### src/rtl/field_meter_pkg.sv
// shared constants and types of the field meter front-panel controller
`default_nettype none
package field_meter_pkg;
    // ============================================================
    // timing
    localparam int CLK_HZ = 10_000_000;
    localparam int NRANGE = 4;
    localparam int ZERO_ALL_S = 10;
    localparam int SETTLE_CYC = CLK_HZ / NRANGE * ZERO_ALL_S;
    localparam int DEB_MS = 10;
    localparam int DEB_CYC = CLK_HZ / 1000 * DEB_MS;
    localparam int BOTH_MS = 100;
    localparam int BOTH_CYC = CLK_HZ / 1000 * BOTH_MS;
    localparam int ZMSG_MS = 1000;
    localparam int ZMSG_CYC = CLK_HZ / 1000 * ZMSG_MS;
    localparam int RMSG_S = 1;
    localparam int RMSG_CYC = CLK_HZ * RMSG_S;
    localparam int BOOT_S = 2;
    localparam int BOOT_CYC = CLK_HZ * BOOT_S;
    localparam int BLINK_MS = 250;
    localparam int BLINK_CYC = CLK_HZ / 1000 * BLINK_MS;
    localparam int TW = 25;
    // ============================================================
    // readings in signed counts of 0.1 mT, full scales 0.3/0.6/1.2/3.0 T
    localparam int RW = 18;
    localparam logic [NRANGE-1:0][RW-1:0] FS =
        {18'h07530, 18'h02ee0, 18'h01770, 18'h00bb8};
    localparam logic [1:0] TOP_RANGE = 2'h3;
    localparam int UP_PCT = 105;
    localparam int DN_PCT = 95;
    localparam int OVR_PCT = 106;
    localparam int PCT_DIV = 100;
    function automatic logic [RW-1:0] pct_of(input logic [RW-1:0] fs, input int pct);
        return RW'((32'(fs) * pct) / PCT_DIV);
    endfunction
    // ============================================================
    // pins, registers, commands
    localparam int P_MODE = 0;
    localparam int P_RANGE = 1;
    localparam int P_SINGLE = 2;
    localparam int P_UNIT = 3;
    localparam int P_FILT = 4;
    localparam logic [7:0] A_STATUS = 8'h00;
    localparam logic [7:0] A_CMD = 8'h04;
    localparam logic [7:0] A_FILT = 8'h08;
    localparam logic [7:0] A_RATE = 8'h0c;
    localparam logic [7:0] A_DISP = 8'h10;
    localparam logic [7:0] A_OFS = 8'h20;
    localparam logic [7:0] FILT_DEF = 8'h08;
    localparam logic [7:0] RATE_DEF = 8'h1e;
    localparam int CMD_MODE = 0;
    localparam int CMD_RANGE = 1;
    localparam int CMD_BOTH = 2;
    typedef enum logic [1:0] {M_FIELD_AUTO = 2'b00, M_HOLD_MAN = 2'b01,
        M_HOLD_AUTO = 2'b10, M_FIELD_MAN = 2'b11} mode_e;
    typedef enum logic [2:0] {Z_INIT = 3'b000, Z_BOOT = 3'b001, Z_RUN = 3'b010,
        Z_SETTLE = 3'b011, Z_TAKE = 3'b100, Z_MSG = 3'b101, Z_WIPE = 3'b110,
        Z_STRAP = 3'b111} seq_e;
    typedef enum logic [1:0] {K_IDLE = 2'b00, K_WIN = 2'b01, K_BOTH = 2'b10,
        K_ONE = 2'b11} key_e;
    typedef struct packed {logic valid; logic [RW-1:0] raw; logic [RW-1:0] filt;} sample_s;
    typedef struct packed {logic [RW-1:0] value; logic minus; logic over;
        logic zero_msg; logic reset_msg; logic boot_msg; logic dp; logic hold;
        logic unit_g; logic unit_t; logic [NRANGE-1:0] rng;} disp_s;
    typedef struct packed {logic we; logic [1:0] idx; logic [RW-1:0] data;} nv_s;
endpackage
`default_nettype wire

### src/rtl/field_meter_ctrl.sv
// front-panel mode, range, zero and peak control of the field meter
// ============================================================
`timescale 1ns/1ps
`default_nettype none
module field_meter_ctrl
    import field_meter_pkg::*;
#(
    parameter int SETTLE = SETTLE_CYC,
    parameter int DEB = DEB_CYC,
    parameter int WIN = BOTH_CYC,
    parameter int ZMSG = ZMSG_CYC,
    parameter int RMSG = RMSG_CYC,
    parameter int BOOT = BOOT_CYC,
    parameter int BLINK = BLINK_CYC
)
(
    input wire logic hclk,
    input wire logic hresetn,
    input wire logic hsel,
    input wire logic [31:0] haddr,
    input wire logic [1:0] htrans,
    input wire logic hwrite,
    input wire logic [2:0] hsize,
    input wire logic [31:0] hwdata,
    input wire logic hready,
    output logic hreadyout,
    output logic hresp,
    output logic [31:0] hrdata,
    input wire logic key_mode_n,
    input wire logic key_range_n,
    input wire logic probe_single,
    input wire logic unit_gauss,
    input wire logic filter_on,
    input wire sample_s smp,
    input wire logic [NRANGE-1:0][RW-1:0] nv_rd,
    output nv_s nv,
    output disp_s disp,
    output logic [7:0] filt_j,
    output logic [7:0] rate
);
    function automatic logic is_auto(input mode_e m);
        return m == M_FIELD_AUTO || m == M_HOLD_AUTO;
    endfunction
    function automatic logic is_hold(input mode_e m);
        return m == M_HOLD_MAN || m == M_HOLD_AUTO;
    endfunction

    // ============================================================
    // pin synchronisers, keys inverted to active high
    logic [4:0] pin_raw, s1_q, s2_q;
    assign pin_raw = {filter_on, unit_gauss, probe_single, ~key_range_n, ~key_mode_n};
    always_ff @(posedge hclk or negedge hresetn)
    begin
        if (!hresetn)
        begin
            s1_q <= '0;
            s2_q <= '0;
        end
        else
        begin
            s1_q <= pin_raw;
            s2_q <= s1_q;
        end
    end

    // ============================================================
    // key debouncers: level accepted after DEB stable cycles
    logic [1:0] kdb;
    for (genvar i = 0; i < 2; i++)
    begin : g_deb
        logic lvl_q, lvl_d;
        logic [TW-1:0] cnt_q, cnt_d;
        always_comb
        begin
            lvl_d = lvl_q;
            cnt_d = '0;
            if (s2_q[i] != lvl_q)
            begin
                cnt_d = cnt_q + 1'h1;
                if (cnt_q == TW'(DEB - 1))
                begin
                    lvl_d = s2_q[i];
                    cnt_d = '0;
                end
            end
        end
        always_ff @(posedge hclk or negedge hresetn)
        begin
            if (!hresetn)
            begin
                lvl_q <= 1'h0;
                cnt_q <= '0;
            end
            else
            begin
                lvl_q <= lvl_d;
                cnt_q <= cnt_d;
            end
        end
        assign kdb[i] = lvl_q;
    end

    // ============================================================
    // key combiner: second press inside WIN makes a combined command
    key_e kst_q, kst_d;
    logic first_q, first_d;
    logic [TW-1:0] kt_q, kt_d;
    logic ev_mode, ev_range, ev_both;
    always_comb
    begin
        kst_d = kst_q;
        first_d = first_q;
        kt_d = kt_q;
        ev_mode = 1'h0;
        ev_range = 1'h0;
        ev_both = 1'h0;
        case (kst_q)
            K_IDLE:
                if (kdb != 2'h0)
                begin
                    kst_d = (kdb == 2'h3) ? K_BOTH : K_WIN;
                    first_d = kdb[P_RANGE];
                    kt_d = '0;
                end
            K_WIN:
                if (kdb == 2'h3)
                    kst_d = K_BOTH;
                else if (!kdb[first_q] || kt_q == TW'(WIN - 1))
                begin
                    ev_mode = !first_q;
                    ev_range = first_q;
                    kst_d = kdb[first_q] ? K_ONE : K_IDLE;
                end
                else
                    kt_d = kt_q + 1'h1;
            K_BOTH:
                if (kdb == 2'h0)
                begin
                    ev_both = 1'h1;
                    kst_d = K_IDLE;
                end
            K_ONE:
                if (kdb == 2'h0)
                    kst_d = K_IDLE;
            default:
                kst_d = K_IDLE;
        endcase
    end
    always_ff @(posedge hclk or negedge hresetn)
    begin
        if (!hresetn)
        begin
            kst_q <= K_IDLE;
            first_q <= 1'h0;
            kt_q <= '0;
        end
        else
        begin
            kst_q <= kst_d;
            first_q <= first_d;
            kt_q <= kt_d;
        end
    end

    // ============================================================
    // core: modes, ranging, zeroing, peak, display and register bus
    seq_e seq_q, seq_d;
    mode_e mode_q, mode_d;
    logic [1:0] range_q, range_d;
    logic [TW-1:0] tmr_q, tmr_d, bcnt_q, bcnt_d;
    logic [NRANGE-1:0][RW-1:0] ofs_q, ofs_d;
    logic [RW-1:0] peak_q, peak_d, src, corr, mag, pmag;
    logic over_q, over_d, blink_q, blink_d, rmsg_q, rmsg_d;
    logic [7:0] filt_q, filt_d, rate_q, rate_d, wa_q, wa_d;
    logic wp_q, wp_d, acc, auto_on, hold_on, single, evm, evr, evb;
    logic [31:0] rdat_q, rdat_d;
    nv_s nv_q, nv_d;
    disp_s disp_q, disp_d;
    assign auto_on = is_auto(mode_q);
    assign hold_on = is_hold(mode_q);
    assign single = s2_q[P_SINGLE];
    assign src = s2_q[P_FILT] ? smp.filt : smp.raw;
    assign corr = src - ofs_q[range_q];
    assign mag = corr[RW-1] ? RW'(-corr) : corr;
    assign pmag = peak_q[RW-1] ? RW'(-peak_q) : peak_q;
    // only whole-word NONSEQ or SEQ transfers inside the low 256 bytes are decoded
    assign acc = hsel && hready && htrans[1] && hsize == 3'h2 && haddr[31:8] == 24'h0;
    assign evm = ev_mode || (wp_q && wa_q == A_CMD && hwdata[CMD_MODE]);
    assign evr = ev_range || (wp_q && wa_q == A_CMD && hwdata[CMD_RANGE]);
    assign evb = ev_both || (wp_q && wa_q == A_CMD && hwdata[CMD_BOTH]);

    always_comb
    begin
        seq_d = seq_q;
        mode_d = mode_q;
        range_d = range_q;
        tmr_d = tmr_q;
        ofs_d = ofs_q;
        peak_d = peak_q;
        over_d = over_q;
        rmsg_d = rmsg_q;
        filt_d = filt_q;
        rate_d = rate_q;
        nv_d = nv_q;
        nv_d.we = 1'h0;
        wp_d = acc && hwrite;
        wa_d = acc ? haddr[7:0] : wa_q;
        rdat_d = rdat_q;
        // blink timebase for decimal point and zero message
        blink_d = blink_q;
        bcnt_d = bcnt_q + 1'h1;
        if (bcnt_q == TW'(BLINK - 1))
        begin
            bcnt_d = '0;
            blink_d = !blink_q;
        end
        // register writes land in the data phase
        if (wp_q && wa_q == A_FILT)
            filt_d = hwdata[7:0];
        if (wp_q && wa_q == A_RATE)
            rate_d = hwdata[7:0];
        // in autorange only the top range can stay over
        if (smp.valid)
        begin
            over_d = mag > pct_of(FS[(auto_on && !single) ? TOP_RANGE : range_q], OVR_PCT);
            if (hold_on && peak_q != '0 && corr[RW-1] != peak_q[RW-1])
                peak_d = corr;
            else if (hold_on && mag > pmag)
                peak_d = corr;
        end
        case (seq_q)
            Z_INIT:
            begin
                ofs_d = nv_rd;
                tmr_d = TW'(BOOT - 1);
                seq_d = Z_BOOT;
            end
            Z_BOOT:
                if (tmr_q == '0)
                    seq_d = kdb[P_RANGE] ? Z_STRAP : Z_RUN;
                else
                    tmr_d = tmr_q - 1'h1;
            Z_STRAP:
                if (!kdb[P_RANGE])
                begin
                    seq_d = Z_WIPE;
                    tmr_d = '0;
                end
            Z_WIPE:
            begin
                ofs_d[tmr_q[1:0]] = '0;
                nv_d = '{we: 1'h1, idx: tmr_q[1:0], data: '0};
                filt_d = FILT_DEF;
                rate_d = RATE_DEF;
                tmr_d = tmr_q + 1'h1;
                if (tmr_q[1:0] == TOP_RANGE)
                begin
                    seq_d = Z_MSG;
                    rmsg_d = 1'h1;
                    tmr_d = TW'(RMSG - 1);
                end
            end
            Z_RUN:
            begin
                if (evm && !over_q)
                begin
                    mode_d = mode_e'(mode_q + 2'h1);
                    if (mode_q == M_FIELD_AUTO)
                        peak_d = '0;
                end
                if (evr && !auto_on && !single)
                    range_d = range_q + 2'h1;
                if (evb && !over_q)
                begin
                    if (hold_on)
                        peak_d = '0;
                    else if (auto_on && !single)
                    begin
                        range_d = '0;
                        tmr_d = TW'(SETTLE - 1);
                        seq_d = Z_SETTLE;
                    end
                    else
                        seq_d = Z_TAKE;
                end
                else if (smp.valid && auto_on && !single)
                begin
                    if (range_q != TOP_RANGE && mag >= pct_of(FS[range_q], UP_PCT))
                        range_d = range_q + 2'h1;
                    else if (range_q != '0 && mag <= pct_of(FS[range_q - 2'h1], DN_PCT))
                        range_d = range_q - 2'h1;
                end
            end
            Z_SETTLE:
                if (tmr_q == '0)
                    seq_d = Z_TAKE;
                else
                    tmr_d = tmr_q - 1'h1;
            Z_TAKE:
                if (smp.valid)
                begin
                    ofs_d[range_q] = smp.raw;
                    nv_d = '{we: 1'h1, idx: range_q, data: smp.raw};
                    if (auto_on && !single && range_q != TOP_RANGE)
                    begin
                        range_d = range_q + 2'h1;
                        tmr_d = TW'(SETTLE - 1);
                        seq_d = Z_SETTLE;
                    end
                    else
                    begin
                        tmr_d = TW'(ZMSG - 1);
                        rmsg_d = 1'h0;
                        seq_d = Z_MSG;
                    end
                end
            Z_MSG:
                if (tmr_q == '0)
                begin
                    seq_d = Z_RUN;
                    rmsg_d = 1'h0;
                end
                else
                    tmr_d = tmr_q - 1'h1;
            default:
                seq_d = Z_RUN;
        endcase
        // read data is captured in the address phase, so no wait state
        if (acc && !hwrite)
        begin
            rdat_d = '0;
            case (haddr[7:0])
                A_STATUS:
                    rdat_d = 32'({seq_q, over_q, single, auto_on, hold_on, range_q, mode_q});
                A_FILT:
                    rdat_d = 32'(filt_q);
                A_RATE:
                    rdat_d = 32'(rate_q);
                A_DISP:
                    rdat_d = 32'($signed(disp_q.value));
                default:
                    if (haddr[7:4] == A_OFS[7:4] && haddr[1:0] == 2'h0)
                        rdat_d = 32'($signed(ofs_q[haddr[3:2]]));
            endcase
        end
        // display image; value frozen between samples
        disp_d.value = is_hold(mode_d) ? peak_d : (smp.valid ? corr : disp_q.value);
        disp_d.minus = disp_d.value[RW-1];
        disp_d.over = over_d;
        disp_d.zero_msg = ((seq_d == Z_SETTLE || seq_d == Z_TAKE) && (blink_d || !auto_on))
            || (seq_d == Z_MSG && !rmsg_d);
        disp_d.reset_msg = seq_d == Z_MSG && rmsg_d;
        disp_d.boot_msg = seq_d == Z_BOOT;
        disp_d.dp = is_auto(mode_d) && blink_d;
        disp_d.hold = is_hold(mode_d);
        disp_d.unit_g = s2_q[P_UNIT];
        disp_d.unit_t = !s2_q[P_UNIT];
        disp_d.rng = NRANGE'(1) << range_d;
    end
    always_ff @(posedge hclk or negedge hresetn)
    begin
        if (!hresetn)
        begin
            seq_q <= Z_INIT;
            mode_q <= M_FIELD_AUTO;
            range_q <= '0;
            tmr_q <= '0;
            bcnt_q <= '0;
            ofs_q <= '0;
            peak_q <= '0;
            over_q <= 1'h0;
            blink_q <= 1'h0;
            rmsg_q <= 1'h0;
            filt_q <= FILT_DEF;
            rate_q <= RATE_DEF;
            wa_q <= '0;
            wp_q <= 1'h0;
            rdat_q <= '0;
            nv_q <= '0;
            disp_q <= '0;
        end
        else
        begin
            seq_q <= seq_d;
            mode_q <= mode_d;
            range_q <= range_d;
            tmr_q <= tmr_d;
            bcnt_q <= bcnt_d;
            ofs_q <= ofs_d;
            peak_q <= peak_d;
            over_q <= over_d;
            blink_q <= blink_d;
            rmsg_q <= rmsg_d;
            filt_q <= filt_d;
            rate_q <= rate_d;
            wa_q <= wa_d;
            wp_q <= wp_d;
            rdat_q <= rdat_d;
            nv_q <= nv_d;
            disp_q <= disp_d;
        end
    end
    assign hreadyout = 1'h1;
    assign hresp = 1'h0;
    assign hrdata = rdat_q;
    assign nv = nv_q;
    assign disp = disp_q;
    assign filt_j = filt_q;
    assign rate = rate_q;

    logic run;
    assign run = seq_q == Z_RUN;
endmodule
`default_nettype wire

### config.mk
export PLATFORM = sky130hd
export DESIGN_NAME = field_meter_ctrl
export DESIGN_NICKNAME = d
export VERILOG_FILES = /design/src/rtl/field_meter_pkg.sv /design/src/rtl/field_meter_ctrl.sv
export SDC_FILE = /design/constraint.sdc
export NUM_CORES = 1
export LEC_CHECK = 0
export ABC_CLOCK_PERIOD_IN_PS = 19000
export BUFFER_PORTS_ARGS = -buffer_cell sky130_fd_sc_hd__buf_2
export CORE_MARGIN = 2
export CORE_UTILIZATION = 40
export DETAILED_ROUTE_END_ITERATION = 16
export PLACE_DENSITY = 0.64
export SETUP_SLACK_MARGIN = 0.3
export SYNTH_ARGS = -nofsm -noshare
export SYNTH_HDL_FRONTEND = slang
export SYNTH_SLANG_ARGS = --single-unit
export TNS_END_PERCENT = 10
### constraint.sdc
create_clock -name hclk -period 19 [get_ports hclk]
set_input_delay 3.8 -clock hclk [delete_from_list [all_inputs] [get_ports hclk]]
set_output_delay 3.8 -clock hclk [all_outputs]
set_load 0.01 [all_outputs]
==> run metrics <==
PD cells=155.5 nW/um^2; WP data arrival=approximately 10,000 ps; # IOs=290; Core Rows=86; Port-buffer cells=roughly 260; final worst path period share=0.5068; clock tree buffer depth=3; final hold slack=approximately 340 ps; Max-Cap Viols=0; DRT antenna net count=0; CTS tree=built; core box area=55,090 um^2; nets=roughly 3,000; DR pass1 iterations=6; Hold Path Class=reg2reg; vias per cell=between 5 and 6; Main synth FF type=dfrtp_1; H-tree levels=2; most common cell after layout, fill and taps aside=dfrtp_1; post-CTS setup buffers=0; Clock Skew=roughly 31 ps; WL/cell=roughly 21 um; CTS sink count=approximately 330; area of the multi-input gates=between 10,000 and 15,000 um^2; Clock Pin Slew Worst Setup and Hold Paths=60 ps; Synth cell types=92; global-route wire length before repair=roughly 110,000 um; Final Hold Vio Count=0; Worst IR Drop VDD=0.1107 mV; placer's final routability congestion estimate=approximately 1; area delta synth->final=15.58%; synthesized area per cell=roughly 9 um^2; Leak=about 0.012 uW; Setup-failing EPs final=0; register area share after synthesis=0.3739; top layer in use=met5; status=finished, final reports clean; Metal-1 WL=about 32,000 um; initial antenna violation count=8; Worst setup EP type=flop; Crit Path Max Fanout=9; PnR Total Power=4008 uW; Seq. cell area=about 8300 um^2; routed wire length on met2=about 32,000 um; Die Footprint=57,670 um^2; clock latency at the later pin of the worst-skew pair=~600 ps; Cells after Synth=2,470; worst path required time=19,510 ps; vias in the first global route=between 15,000 and 20,000; Detail Placement HPWL=53,290 um; RSZ-0062 raised after global routing=no; met3 wire length=6434 um; Post-synth EDFFs=0; FF+latch count, synth=about 330; worst slew pin tran=roughly 1100 ps; Slew headroom=0.2921; final cell area excluding filler cells=between 20,000 and 30,000 um^2; DR vias=20,290; cell area after synthesis=roughly 22,000 um^2; post-cts repair resize count=0; cts bufs inserted=~40; # DRC=0; Die W=about 240 um; most frequent cells in the layout=328 x dfrtp_1, 269 x nand2_1, 266 x nor2_1; Crit Path Class=in2reg; largest net degree at the start of global routing=between 150 and 200; startpoint types=primary input; FILL cells=about 5,300; hold-fix buffers at CTS=0; Root Buffer=clkbuf_16; Die Height=240.2 um; gr usage total=0.2503; Total Wirelength=about 73,000 um; initial cell density of the core=0.4049; fin crit period=slightly below 10,000 ps; layout cell share with drive strength beyond 1=0.1759; Post-Route Setup TNS=0 ps; total grt overflow=0; Yosys warnings=0; dpl cell area=~24,000 um^2; Slew Limit Fails=0; f_max=between 100 and 150 MHz; initial DRC count=approximately 1,800; Post-synth ARST share=1.000
## cell type report
| class | instances | share of cell area |
|---|---|---|
| multi-input combinational | 1916 | 0.5087 |
| sequential | 333 | 0.3235 |
| timing repair buffer | 300 | 0.06280 |
| clock buffer | 55 | 0.04494 |
| tap | 748 | 0.03630 |
| inverter | 83 | 0.01208 |
| clock inverter | 19 | 0.01150 |
| antenna | 2 | 0.0001941 |
## cells in the mapped netlist (14+ instances only)
| master | number | area (um^2) |
|---|---|---|
| mux2_2 | 28 | 315.3 |
| nand2b_1 | 20 | 125.1 |
| a21oi_1 | 95 | 475.5 |
| nand4_1 | 31 | 193.9 |
| mux2i_1 | 63 | 630.6 |
| and3_1 | 35 | 219.0 |
| nor3_1 | 49 | 245.2 |
| o21a_1 | 24 | 180.2 |
| clkbuf_1 | 103 | 386.6 |
| buf_4 | 20 | 150.1 |
| nor2b_1 | 14 | 87.58 |
| mux4_2 | 36 | 810.8 |
| xor2_1 | 80 | 700.7 |
| nor2_1 | 266 | 998.5 |
| inv_1 | 78 | 292.8 |
| xnor2_1 | 61 | 534.3 |
| o22ai_1 | 30 | 187.7 |
| o31ai_1 | 21 | 157.7 |
| nor4_1 | 29 | 181.4 |
| or3_1 | 26 | 162.7 |
| o21ai_0 | 175 | 875.8 |
| a22oi_1 | 85 | 638.1 |
| a211oi_1 | 18 | 135.1 |
| nand3_1 | 93 | 465.5 |
| a21o_1 | 19 | 142.6 |
| nand2_1 | 270 | 1013 |
| ha_1 | 145 | 1814 |
| dfrtp_1 | 328 | 8208 |
## layer usage
metal | GRT usage | up-vias
met5 | 0 | -
met4 | 0.09260 | 10
met3 | 0.05695 | 118
met2 | 0.3755 | 769
met1 | 0.3521 | 10030
li1 | - | 9361
## report_power, final
part / internal, uW / switching, uW / leakage, uW / total (uW)
Sequential: 844 / 146 / 0.00433 / 990
Combinational: 856 / 1320 / 0.00681 / 2170
Clock: 514 / 332 / 0.000722 / 845
## worst paths after layout
check,endpoint,cells past startpoint,slack [ps],from
worst max-delay path,disp[2],21,9370,smp[25]
worst min-delay path,s2_q[4],0,340,s1_q[4]
worst min register to register,s2_q[4],0,340,s1_q[4]
max in group asynchronous,bcnt_q[2],2,14220,hresetn
min in group asynchronous,nv[8],1,3260,hresetn
worst max register to register,disp[2],29,10540,range_q[0]
## metrics by stage
| stage | instances | worst slack [ps] | util |
|---|---|---|---|
| after floorplan | 2471 | 10350 | - |
| after global placement | 3380 | 9101 | 0.4415 |
| after detailed placement | 3380 | 9062 | 0.4415 |
| after CTS | 3454 | 9636 | 0.4679 |
| after global routing | 3455 | 9113 | 0.4679 |
| final | 3456 | 9371 | 0.4680 |
## sequential cells by signal, summed over array words and instances (netlist names)
register	count
g_deb.cnt_q	50
filt_j	8
s2_q	5
wp_q	1
seq_q	3
first_q	1
disp	30
hrdata	18
g_deb.lvl_q	2
range_q	2
ofs_q	72
kst_q	2
peak_q	18
tmr_q	25
rmsg_q	1
bcnt_q	25
rate	8
blink_q	1
kt_q	25
s1_q	5
nv	21
wa_q	8
mode_q	2
## cell families after synthesis
family                   Yosys count  share of synthesized area
AND/OR/NAND/NOR                  908                     0.1925
flip-flops                       333                     0.3739
multiplexers                     127                    0.07875
XOR/XNOR                         141                    0.05536
other                              2                  0.0003367
buffers and inverters            222                    0.04095
adder cells (fa/ha/maj)          146                    0.08223
AO/OA/AOI/OAI                    591                     0.1760
## critical path, cell delays in order
cell and delay (ps):
buf_2 140, mux2_2 270, ha_1 410, a211oi_1 330, o21bai_1 260, or3_1 430
o21a_1 190, a21oi_1 630, or3_1 390, o21ai_0 160, xnor2_1 430, ha_1 240
nand2_1 70, nor4_1 490, a31oi_1 190, or3_1 380, a22oi_1 240, o21bai_1 160
mux2i_1 120, o41ai_4 580, a21boi_1 230
Note: power is estimated with default switching activity, not from simulation.
